$ cat src/hdl/smc_pkg.sv
// constants shared by the misc system control register bank
// assumes a 16-bit register view placed in the low half of a 32-bit bus word
package smc_pkg;
  // byte addresses of the three registers
  localparam logic [3:0] LOCK_OFS = 4'h0;
  localparam logic [3:0] RAMSZ_OFS = 4'h4;
  localparam logic [3:0] FLASH_OFS = 4'h8;
  // key value that lifts the write lock, and key after reset
  localparam logic [15:0] UNLOCK_KEY = 16'h0096;
  localparam logic [15:0] KEY_RST = 16'h0000;
  // ram size field
  localparam logic [2:0] RAMSZ_RST = 3'h3;
  localparam int RAMSZ_LSB = 0;
  localparam int RAMSZ_RSV_BIT = 8;
  localparam logic [4:0] RAMSZ_FIXED = 5'h06;
  localparam int RAMSZ_FIXED_LSB = 3;
  // flash read timing field
  localparam logic [1:0] RDCYC_RST = 2'h1;
  localparam int RDCYC_LSB = 0;
  localparam int FLASH_RDY_BIT = 7;
  // ram size codes
  typedef enum logic [2:0] {
    SMC_RAM_512B = 3'h0,
    SMC_RAM_1KB = 3'h1,
    SMC_RAM_2KB = 3'h2,
    SMC_RAM_4KB = 3'h3,
    SMC_RAM_8KB = 3'h4
  } smc_ram_size_t;
endpackage : smc_pkg

$ cat src/hdl/smc_cfg_if.sv
// carries the flash access configuration from the register bank to the
// flash read sequencer; both ends run on sys_clk
`timescale 1ns/1ns
interface smc_cfg_if;
  logic [1:0] read_cycle_count;
  logic rd_req;
  logic rd_done;
  logic rd_busy;
  modport regs (output read_cycle_count, output rd_req, input rd_done,
    input rd_busy);
  modport seq (input read_cycle_count, input rd_req, output rd_done,
    output rd_busy);
endinterface : smc_cfg_if

$ cat src/hdl/smc_flash_seq.sv
// flash read sequencer: times each read access by the programmed count
// assumes rd_req is a one-cycle pulse on sys_clk, given only while idle
`timescale 1ns/1ns
module smc_flash_seq (
  input wire logic sys_clk,
  input wire logic rst,
  smc_cfg_if.seq cfg
);
  typedef enum logic [0:0] {
    SMC_SEQ_IDLE = 1'b0,
    SMC_SEQ_BUSY = 1'b1
  } smc_seq_state_t;

  smc_seq_state_t state_q, state_d;
  logic [1:0] cnt_q, cnt_d;
  logic done_q, done_d;

  assign cfg.rd_done = done_q;
  assign cfg.rd_busy = (state_q == SMC_SEQ_BUSY);

  // access of code+1 cycles; done pulses code+1 cycles after the request
  always_comb begin
    state_d = state_q;
    cnt_d = cnt_q;
    done_d = 1'b0;
    unique case (state_q)
      SMC_SEQ_IDLE: begin
        if (cfg.rd_req) begin
          if (cfg.read_cycle_count == 2'h0) begin
            done_d = 1'b1;
          end else begin
            cnt_d = cfg.read_cycle_count;
            state_d = SMC_SEQ_BUSY;
          end
        end
      end
      SMC_SEQ_BUSY: begin
        if (cnt_q == 2'h1) begin
          done_d = 1'b1;
          state_d = SMC_SEQ_IDLE;
        end else begin
          cnt_d = cnt_q - 2'h1;
        end
      end
    endcase
  end

  // sequencer state
  always_ff @(posedge sys_clk or posedge rst) begin
    if (rst) begin
      state_q <= SMC_SEQ_IDLE;
      cnt_q <= 2'h0;
      done_q <= 1'b0;
    end else begin
      state_q <= state_d;
      cnt_q <= cnt_d;
      done_q <= done_d;
    end
  end
endmodule : smc_flash_seq

$ cat src/hdl/smc_regs.sv
// misc system control register bank with key-based write lock, ram size
// setting and flash read timing, reached over an avalon-mm slave
// assumes one clock sys_clk, asynchronous active-high rst, a master that
// holds each request until waitrequest is seen low
//
// Operation
// - key 0x0096 lifts the write lock
// - any other key keeps lock; reset locks
// - locked writes to lockable bits ignored
// - unlock persists until non-unlock key written
// - lockable 3-bit ram size, reset 4KB
// - read-only flash ready flag at bit 7
// - flash reported ready in normal operation
// - 2-bit read cycle count sets access length
//
// The address map and the Avalon-MM slave port were left to the implementer.
`timescale 1ns/1ns
module smc_regs (
  input wire logic sys_clk,
  input wire logic rst,
  input wire logic [3:0] avs_address,
  input wire logic avs_read,
  input wire logic avs_write,
  input wire logic [31:0] avs_writedata,
  input wire logic [3:0] avs_byteenable,
  output logic [31:0] avs_readdata,
  output logic avs_waitrequest,
  input wire logic flash_hold_pin,
  input wire logic flash_rd_req,
  output logic flash_rd_done,
  output logic [2:0] ram_size_select,
  output logic [1:0] read_cycle_count,
  output logic write_unlocked
);
  smc_cfg_if cfg ();

  // request, bus and register state
  logic wait_q, wait_d;
  logic [31:0] rdata_q, rdata_d;
  logic [15:0] key_q, key_d;
  logic unlock_q, unlock_d;
  logic [2:0] ramsz_q, ramsz_d;
  logic ramsz_rsv_q, ramsz_rsv_d;
  logic [1:0] rdcyc_q, rdcyc_d;
  logic hold_s1_q, hold_s2_q;
  logic ready_q, ready_d;
  logic req;
  logic wr_go;
  logic [15:0] wmask;

  // merge write data into a 16-bit register under byte enables
  function automatic logic [15:0] merge16(input logic [15:0] old,
    input logic [15:0] wd, input logic [15:0] m);
    merge16 = (old & ~m) | (wd & m);
  endfunction : merge16

  // read view of each register
  function automatic logic [15:0] view(input logic [3:0] a,
    input logic [15:0] key, input logic [2:0] rs, input logic rsv,
    input logic rdy, input logic [1:0] rc);
    logic [15:0] v;
    v = 16'h0000;
    unique case (a)
      smc_pkg::LOCK_OFS: v = key;
      smc_pkg::RAMSZ_OFS: begin
        v[smc_pkg::RAMSZ_LSB +: 3] = rs;
        v[smc_pkg::RAMSZ_FIXED_LSB +: 5] = smc_pkg::RAMSZ_FIXED;
        v[smc_pkg::RAMSZ_RSV_BIT] = rsv;
      end
      smc_pkg::FLASH_OFS: begin
        v[smc_pkg::FLASH_RDY_BIT] = rdy;
        v[smc_pkg::RDCYC_LSB +: 2] = rc;
      end
      default: v = 16'h0000;
    endcase
    view = v;
  endfunction : view

  assign req = avs_read | avs_write;
  assign wr_go = avs_write & ~wait_q;
  assign wmask = {{8{avs_byteenable[1]}}, {8{avs_byteenable[0]}}};

  // one wait cycle per request; write commits on the cycle wait is low
  always_comb begin
    wait_d = 1'b1;
    rdata_d = rdata_q;
    if (req & wait_q) begin
      wait_d = 1'b0;
      rdata_d = {16'h0000, view(avs_address, key_q, ramsz_q, ramsz_rsv_q,
        ready_q, rdcyc_q)};
    end
  end

  // key register and lock state
  always_comb begin
    key_d = key_q;
    if (wr_go && avs_address == smc_pkg::LOCK_OFS) begin
      key_d = merge16(key_q, avs_writedata[15:0], wmask);
    end
    unlock_d = (key_d == smc_pkg::UNLOCK_KEY);
  end

  // lockable fields change only while unlocked
  always_comb begin
    ramsz_d = ramsz_q;
    ramsz_rsv_d = ramsz_rsv_q;
    rdcyc_d = rdcyc_q;
    if (wr_go && unlock_q) begin
      if (avs_address == smc_pkg::RAMSZ_OFS) begin
        if (avs_byteenable[0]) begin
          ramsz_d = avs_writedata[smc_pkg::RAMSZ_LSB +: 3];
        end
        if (avs_byteenable[1]) begin
          ramsz_rsv_d = avs_writedata[smc_pkg::RAMSZ_RSV_BIT];
        end
      end
      if (avs_address == smc_pkg::FLASH_OFS && avs_byteenable[0]) begin
        rdcyc_d = avs_writedata[smc_pkg::RDCYC_LSB +: 2];
      end
    end
  end

  // flash ready unless the hold pin asks to block access
  always_comb begin
    ready_d = ~hold_s2_q;
  end

  // register all state
  always_ff @(posedge sys_clk or posedge rst) begin
    if (rst) begin
      wait_q <= 1'b1;
      rdata_q <= 32'h00000000;
      key_q <= smc_pkg::KEY_RST;
      unlock_q <= 1'b0;
      ramsz_q <= smc_pkg::RAMSZ_RST;
      ramsz_rsv_q <= 1'b0;
      rdcyc_q <= smc_pkg::RDCYC_RST;
      hold_s1_q <= 1'b0;
      hold_s2_q <= 1'b0;
      ready_q <= 1'b1;
    end else begin
      wait_q <= wait_d;
      rdata_q <= rdata_d;
      key_q <= key_d;
      unlock_q <= unlock_d;
      ramsz_q <= ramsz_d;
      ramsz_rsv_q <= ramsz_rsv_d;
      rdcyc_q <= rdcyc_d;
      hold_s1_q <= flash_hold_pin;
      hold_s2_q <= hold_s1_q;
      ready_q <= ready_d;
    end
  end

  // flash read sequencer paced by the read cycle field
  assign cfg.read_cycle_count = rdcyc_q;
  assign cfg.rd_req = flash_rd_req & ~cfg.rd_busy; // drop requests while busy

  smc_flash_seq u_seq (
    .sys_clk(sys_clk),
    .rst(rst),
    .cfg(cfg)
  );

  assign avs_readdata = rdata_q;
  assign avs_waitrequest = wait_q;
  assign flash_rd_done = cfg.rd_done;
  assign ram_size_select = ramsz_q;
  assign read_cycle_count = rdcyc_q;
  assign write_unlocked = unlock_q;
endmodule : smc_regs

$ cat config.mk
export PLATFORM = sky130hd
export DESIGN_NAME = smc_regs
export DESIGN_NICKNAME = d
export VERILOG_FILES = /design/src/hdl/smc_pkg.sv /design/src/hdl/smc_cfg_if.sv /design/src/hdl/smc_flash_seq.sv /design/src/hdl/smc_regs.sv
export SDC_FILE = /design/constraint.sdc
export NUM_CORES = 1
export LEC_CHECK = 0
export BUFFER_PORTS_ARGS = -buffer_cell sky130_fd_sc_hd__buf_2
export CORE_MARGIN = 2
export CORE_UTILIZATION = 48
export DETAILED_ROUTE_END_ITERATION = 10
export PLACE_DENSITY = 0.8
export SYNTH_ARGS = -nofsm -noshare
export SYNTH_HDL_FRONTEND = slang
export SYNTH_HIERARCHICAL = 1
export SYNTH_SLANG_ARGS = --single-unit
$ cat constraint.sdc
create_clock -name sys_clk -period 1.85 [get_ports sys_clk]
set_input_delay 0.0925 -clock sys_clk [delete_from_list [all_inputs] [get_ports sys_clk]]
set_output_delay 0.0925 -clock sys_clk [all_outputs]
set_load 0.02 [all_outputs]
==> results of run 1 <==
==> layer usage <==
metal  part of all wire [%]  routed length (microns)
met5                      0                        0
met3                    5.4                      217
met1                     44                     1780
met2                     49                     1980
met4                    1.6                       63
==> kinds of logic after synthesis <==
kind of cell,share of synthesized area (%)
flops,54.0
simple gates,9.94
compound gates,10.4
mux,15.5
buf+inv,8.46
fa+ha+maj,1.14
other cells,0.171
xor+xnor,0.400
==> power breakdown <==
part           switching [W]  internal [W]  total, W  leakage, nW
combinational       0.000149      0.000101  0.000250        0.657
sequential         0.0000432       0.00109   0.00114        0.621
clock               0.000312      0.000293  0.000606       0.0470
==> worst register-to-register path, stage by stage (launching register included) <==
cell	delay (ns)
dfstp_2	0.38
nor2b_1	0.17
and2_1	0.20
and3_1	0.27
mux2_2	0.35
==> state kept, by name, indices dropped and copies added (netlist names) <==
| signal | cells |
|---|---|
| avs_readdata | 16 |
| key_q | 16 |
| ram_size_select | 3 |
| read_cycle_count | 2 |
| u_seq/cnt_q | 2 |
| avs_waitrequest | 1 |
| hold_s1_q | 1 |
| hold_s2_q | 1 |
| ramsz_rsv_q | 1 |
| ready_q | 1 |
| u_seq/cfg.rd_busy | 1 |
| u_seq/cfg.rd_done | 1 |
| write_unlocked | 1 |
==> worst max path at each step <==
stage                                    from                              to  slack (ns)  cells past startpoint
global route        avs_waitrequest$_DFF_PP1_  ram_size_select[2]$_DFFE_PP0P_        0.30                      4
detailed placement             avs_address[1]        write_unlocked$_DFF_PP0_        0.35                      6
global placement               avs_address[1]             key_q[11]$_DFF_PP0_        0.36                      5
finish              avs_waitrequest$_DFF_PP1_  ram_size_select[2]$_DFFE_PP0P_        0.37                      4
CTS                 avs_waitrequest$_DFF_PP1_  ram_size_select[2]$_DFFE_PP0P_        0.36                      4
floorplan           avs_waitrequest$_DFF_PP1_        write_unlocked$_DFF_PP0_        0.44                      5
==> repair_timing <==
item                                   in CTS  in global routing
endpoints found under the hold margin      43                  0
buffers inserted                            0                  0
hold buffers                                2                  0
setup endpoints to repair                   0                  0
==> final cells by class <==
class | instances | share of cell area (%)
repair buffers | 60 | 12.8
multi-input cells | 115 | 34.3
well taps | 52 | 2.54
inverters | 5 | 0.733
clock buffers | 6 | 3.23
flip-flops and latches | 47 | 46.2
clock inverters | 1 | 0.196
==> cells in the final DEF (no fill, tap or decap), types with 3 or more instances in the layout <==
cell	n
a21oi_1	4
a22o_1	11
a22oi_1	4
and3_1	4
buf_2	51
buf_4	7
clkbuf_8	6
conb_1	16
dfrtp_1	42
dfstp_2	5
inv_1	5
mux2_1	7
mux2_2	16
mux2i_1	8
nand2_1	9
nor2b_1	6
nor3_1	3
nor4_1	4
o21ai_0	6
o21ai_1	3
==> per-stage QoR <==
stage / setup WS (ns) / std cells / utilization, % / hold WS (ns) / total power (W)
finish: 0.367 / 286 / 58.4 / 0.0246 / 0.00199
global route: 0.295 / 286 / 58.4 / 0.0301 / 0.00209
CTS: 0.363 / 286 / 58.4 / 0.0194 / 0.00202
detailed placement: 0.353 / 277 / 55.9 / 0.000468 / 0.00141
global placement: 0.362 / 277 / 55.9 / -0.00682 / 0.00140
floorplan: 0.440 / 190 / - / -0.141 / 0.00134
==> metrics list, run 1 <==
- Outcome: finished, final reports clean
- The worst setup path is launched from a flip-flop.
- TritonCTS clock tree: done
- Sequential cell area: 1180 sq um
- Entering global routing, the biggest net connects 44 pins.
- The die is 71.5 microns wide.
* Gate count after technology mapping: 175
- Global routing used 28.9% of the available met2 tracks.
- Area overhead of the layout relative to synthesis: 16.9%
- After synthesis, the cell types taking the most area are dfrtp_1 (48%), mux2_2 (8.2%), dfstp_2 (6.0%).
* Cell area power density: 778 nW/um^2
- Crit-path max FO: 3
* Total length of routed wires: 4050 microns
- Via count of the first global-routing pass: 1474
- Final clock skew: 0.00183 ns
* FP Rows: 24
* Critical path cell sequence: nor2b_1 -> and2_1 -> and3_1 -> mux2_2
* Worst-case headroom to the max-slew limit: 55.4%
- Timing would allow up to 0.674 GHz.
- CTS placed an instance of clkbuf_8 at the clock tree root.
- Summed over all cells, the static leakage comes to 1.33 nW.
- Kind of cell with the highest combined delay on the critical path: simple AND/OR/NAND/NOR gates
- Max-slew violation total from the final report: 0
- Dominant register cell in the synthesized netlist: dfrtp_1
* Number of antenna violations at the first check in global routing: 0
- Synthesized cell area: 2190 sq um
- Fraction of final layout cells with drive strength greater than 1: 39.3%
- Number of storage elements in the synthesis netlist: 47
* H-tree depth: 2
- Max-capacitance violation count: 0
- In this run, post-CTS repair resized a total of 0 instances.
- Reg2reg setup slack: 0.37 ns
- Setup repair after global routing left no endpoint under its margin.
- Minimum clock period after layout: 1.48 ns
- The number of failing hold endpoints at the final stage is 0.
- Mean routed wirelength per cell: 14.1 microns
- Once the floorplan was initialized, standard cells occupied 49.9% of the core.
* Endpoint of the most critical register-to-register path: ram_size_select[2]$_DFFE_PP0P_
- Total Negative Setup Slacks: 0 ns
- Endpoint arrival time on the critical path: 1.67 ns
- Overall routing resource usage: 17.5%
- In this run, synthesis inferred 0 flip-flops with an integrated enable.
- The detail route stage leaves a number of antenna-violating nets equal to 0.
* Total of endpoints with negative setup slack in the final report: 0
* Antenna fix cells: 0
- Using the TritonRoute via totals, the vias-per-cell ratio works out to 5.20.
- The min-delay analysis places its worst path in the category in2reg.
- Post-DP HPWL: 3120 microns
* Global-route congestion overflow total: 0
* Distinct cell type count after synthesis: 33
* Met3 Track Usage GR: 4.50%
- Height of the die: 71.5 microns
- The first global-routing pass estimated 6890 microns of wire.
- The largest single stage delay on the critical path is 0.38 ns.
* Setup Crit Path Kind: reg2reg
- Footprint of the multi-input gates: 878 sq um
- Sequential element share of the synthesized area: 54.0%
- In this run the most used layer during global routing was met2.
- The floorplan step defined a core boundary enclosing 4380 sq um.
* Fin nets: 282
* Endpoint of the worst hold-timing path: key_q[3]$_DFF_PP0_
* WHS Path Cells: 2
- For the pin with the worst max-slew slack, the measured transition is 0.664 ns.
- The largest total area in the synthesized netlist belongs to dfrtp_1.
* Area of all placed cells without fillers: 2560 sq um
- CTS max path bufs: 2
* Critical Path Sink Type: flip-flop
* Cell with the most instances after synthesis: dfrtp_1
* Number of buffers added by the clock tree synthesis step: 5
- Met1 capacity usage during global routing: 22.6%
* Avg Synthesized Cell Area: 12.5 sq um
- Final Wtd Congestion: 0.750
* DR pass1 iterations: 4
* Hold Path Origin: avs_writedata[3]
- Filler cell count: 372
* Number of buffers added on ports: 51
- For the worst flop-to-flop path, the logic depth is 4.
- Clock latency reported for the late side of the worst-skew pair: 0.29 ns
* I/O pin total: 86
- For this design, the slowest cell found on the critical path is dfstp_2.
* Number of warnings reported in the yosys synthesis log: 6
- After clock tree synthesis, the clock-pin slew on the worst setup and hold paths is 0.08 ns.
- The worst-case IR drop observed on VDD is 0.504 mV.
- Proportion of netlist area held by the largest area contributor: 48.0%
* Share of flip-flops with an asynchronous set or reset after synthesis: 100%
- CP Data Required Time: 2.03 ns
- Buf/Inv on CP: 0
* DRC violations left: 0
* Cell area reported after detailed placement: 2450 sq um
- Across all layers, the routed design uses 1488 vias.
* Worst R2R Start: avs_waitrequest$_DFF_PP1_
- CTS saw 47 sinks.
* Number of DRC violations after detailed-routing iteration 0: 59
- Of the available clock period, the critical path in the final layout requires 80.2%.
- Synth cell count leaders: dfrtp_1 (42), buf_4 (17), mux2_2 (16)
- Die footprint: 5120 sq um
Power figures use the tool's default switching activity.
==> inputs of run 2 (changes only) <==
clock period = 1.5 ns   (was 1.85 ns; I/O delays follow)
==> metrics list, run 2 (synthesis results as in run 1) <==
- The total net switching power was 0.000634 W (+26%).
- The post-detailed-route count of antenna-violating nets is 0 (unchanged).
- The area of the core region came to 4380 sq um (unchanged).
- Root Buffer: clkbuf_8
- Maximum number of pins on one net before global-route repair: 44 (unchanged)
* Number of buffers added by the clock tree synthesis step: 5 (unchanged)
* Total number of vias: 1515 (+1.8%)
- Final non-filler cell total: 293 (+2.4%)
* Fin nets: 288 (+2.1%)
- DRC violations left: 0 (unchanged)
- The register clock-pin slew on the reported worst setup and hold paths is 0.08 ns (about the same).
* Number of buffers added on ports: 51 (unchanged)
- The antenna cell count is 0 (unchanged).
- Overall die width: 71.5 microns (unchanged)
- The portion of total power attributed to the clock network is 31.8% (+1.4 points).
- Post-Place Cells: 283 (+2.2%)
- Via count of the first global-routing pass: 1523 (+3.3%)
- Overall routing resource usage: 17.5% (+0.060 points)
- The final RePlAce weighted congestion was 0.754 (+0.60%).
* Cell-internal power: 0.00190 W (+28%)
* Mean routed wirelength per cell: 14.0 microns (-0.89%)
- The die extent in y was 71.5 microns (unchanged).
- STA classifies the critical path startpoint as a flip-flop.
- Post-DP HPWL: 3150 microns (+0.74%)
- The highest attainable clock frequency was 0.692 GHz (+2.6%).
- Die footprint: 5120 sq um (unchanged)
- FP Rows: 24 (unchanged)
- Total of endpoints with negative setup slack in the final report: 0 (unchanged)
- The normalized max-slew margin is 64.6% (+9.2 points).
* Number of DRC violations after detailed-routing iteration 0: 76 (+29%)
- Area overhead of the layout relative to synthesis: 19.6%
* Setup Crit Path Kind: reg2reg
- The number of buffers on the longest clock path was 2 (unchanged).
- Most common cell after layout, fill and taps aside: buf_2
* Number of clock sinks: 47 (unchanged)
- The final setup skew came to 0.00418 ns (+0.00235 ns).
- The number of H-tree levels was 2 (unchanged).
- Number of antenna violations at the first check in global routing: 0 (unchanged)
* Starting Density: 49.9% (unchanged)
- The flow ran to the end, and the final reports show no timing, DRC or antenna violations.
- Total Negative Setup Slacks: 0 ns (unchanged)
- The wire length of the first global-routing pass was 6990 microns (+1.4%).
* Critical Path Sink Type: flip-flop
- The fraction of final layout cells with drive strength greater than 1 came to 41.1% (+1.8 points).
* Cell area reported after detailed placement: 2500 sq um (+1.8%)
- TritonCTS clock tree: done
- The switching part of the total was 25.0% (-0.36 points).
* DR pass1 iterations: 4 (unchanged)
* Reg2reg setup slack: 0.05 ns (-0.31 ns)
* Part of the power in registers: 55.3% (-1.7 points)
- The tightest min-delay check is of the in2reg type.
* Area of all placed cells without fillers: 2620 sq um (+2.3%)
* Clock latency reported for the late side of the worst-skew pair: 0.29 ns (about the same)
- Max-slew violation total from the final report: 0 (unchanged)
- The portion of total power attributed to combinational logic was 12.9% (+0.3 points).
- Endpoint arrival time on the critical path: 1.63 ns (-0.04 ns)
- In the layout the commonest cells are buf_2 (51), dfrtp_1 (42), mux2_2 (16), conb_1 (16), buf_4 (13).
* Worst vdd rail ir drop: 0.713 mV (+42%)
- I/O pin total: 86 (unchanged)
- The final routed wirelength across all metal layers is 4110 microns (+1.5%).
* Mean number of vias per cell: 5.17 (-0.62%)
* Leakage dissipation: 1.36 nW (+2.6%)
- Global-route congestion overflow total: 0 (unchanged)
* Cell area power density: 969 nW/um^2 (+25%)
- Least-Margin Pin Slew: 0.531 ns (-0.134 ns)
* RSZ-0062 raised after global routing: false
* Minimum clock period after layout: 1.45 ns (-0.0372 ns)
- Crit-path max FO: 3 (unchanged)
- The max-cap check violation count was 0 (unchanged).
- CP Data Required Time: 1.68 ns (-0.35 ns)
* Ratio of final minimum period to clock period: 96.4% (+16 points)
- Fin. Hold Viols: 0 (unchanged)
## run 2: power groups by stage
stage	Clock [W]	Combinational (W)	Sequential, W
5_1_grt	0.000880	0.000363	0.00141
2_1_floorplan	0	0.000222	0.00143
6_report	0.000808	0.000327	0.00140
4_1_cts	0.000836	0.000332	0.00140
3_3_place_gp	0	0.000319	0.00142
3_5_place_dp	0	0.000324	0.00143
## run 2: through the flow
step                      utilization, %  hold WS, ns  setup slack (ns)  total power, W
after floorplan                        -       -0.159            0.0900         0.00165
after global placement              57.0      -0.0236           0.00780         0.00174
after detailed placement            57.0      -0.0257            0.0271         0.00175
after CTS                           59.7      0.00670            0.0280         0.00257
after global routing                59.7       0.0204          0.000542         0.00266
final                               59.7       0.0199            0.0544         0.00254
## run 2: layer usage
metal  global-route usage [%]  vias up  wire length (microns)
li1                         -      723                      -
met1                     23.3      720                   1840
met2                     27.3       59                   1870
met3                     4.64       13                    269
met4                     7.76        0                    127
met5                        0        -                      0
## run 2: worst paths after layout
| check | start | to | cells after the start |
|---|---|---|---|
| hold reg to reg | hold_s1_q$_DFF_PP0_ | hold_s2_q$_DFF_PP0_ | 0 |
| max in group asynchronous | rst | ready_q$_DFF_PP1_ | 4 |
| setup / recovery | avs_waitrequest$_DFF_PP1_ | ram_size_select[2]$_DFFE_PP0P_ | 4 |
| setup reg to reg | avs_waitrequest$_DFF_PP1_ | ram_size_select[2]$_DFFE_PP0P_ | 4 |
| min in group asynchronous | rst | u_seq/cfg.rd_done$_DFF_PP0_ | 3 |
| hold / removal | avs_writedata[3] | key_q[3]$_DFF_PP0_ | 2 |
## run 2: area by class of cell
class	count	area (sq um)
fill	379	1770
sequential	47	1180
multi-input combinational	115	880
timing repair buffer	66	373
clock buffer	8	100
tap	52	65.1
inverter	5	18.8
## run 2: what timing repair did
action,CTS,global route
resized for setup,0,1
buffers inserted,0,0
endpoints found under the hold margin,43,0
hold buffers,2,0
setup endpoints to repair,0,3
## run 2: critical path, stage by stage (launching register included)
cell	delay, ns
dfstp_2	0.38
nor2b_1	0.19
and2_1	0.19
and3_2	0.24
mux2_2	0.33
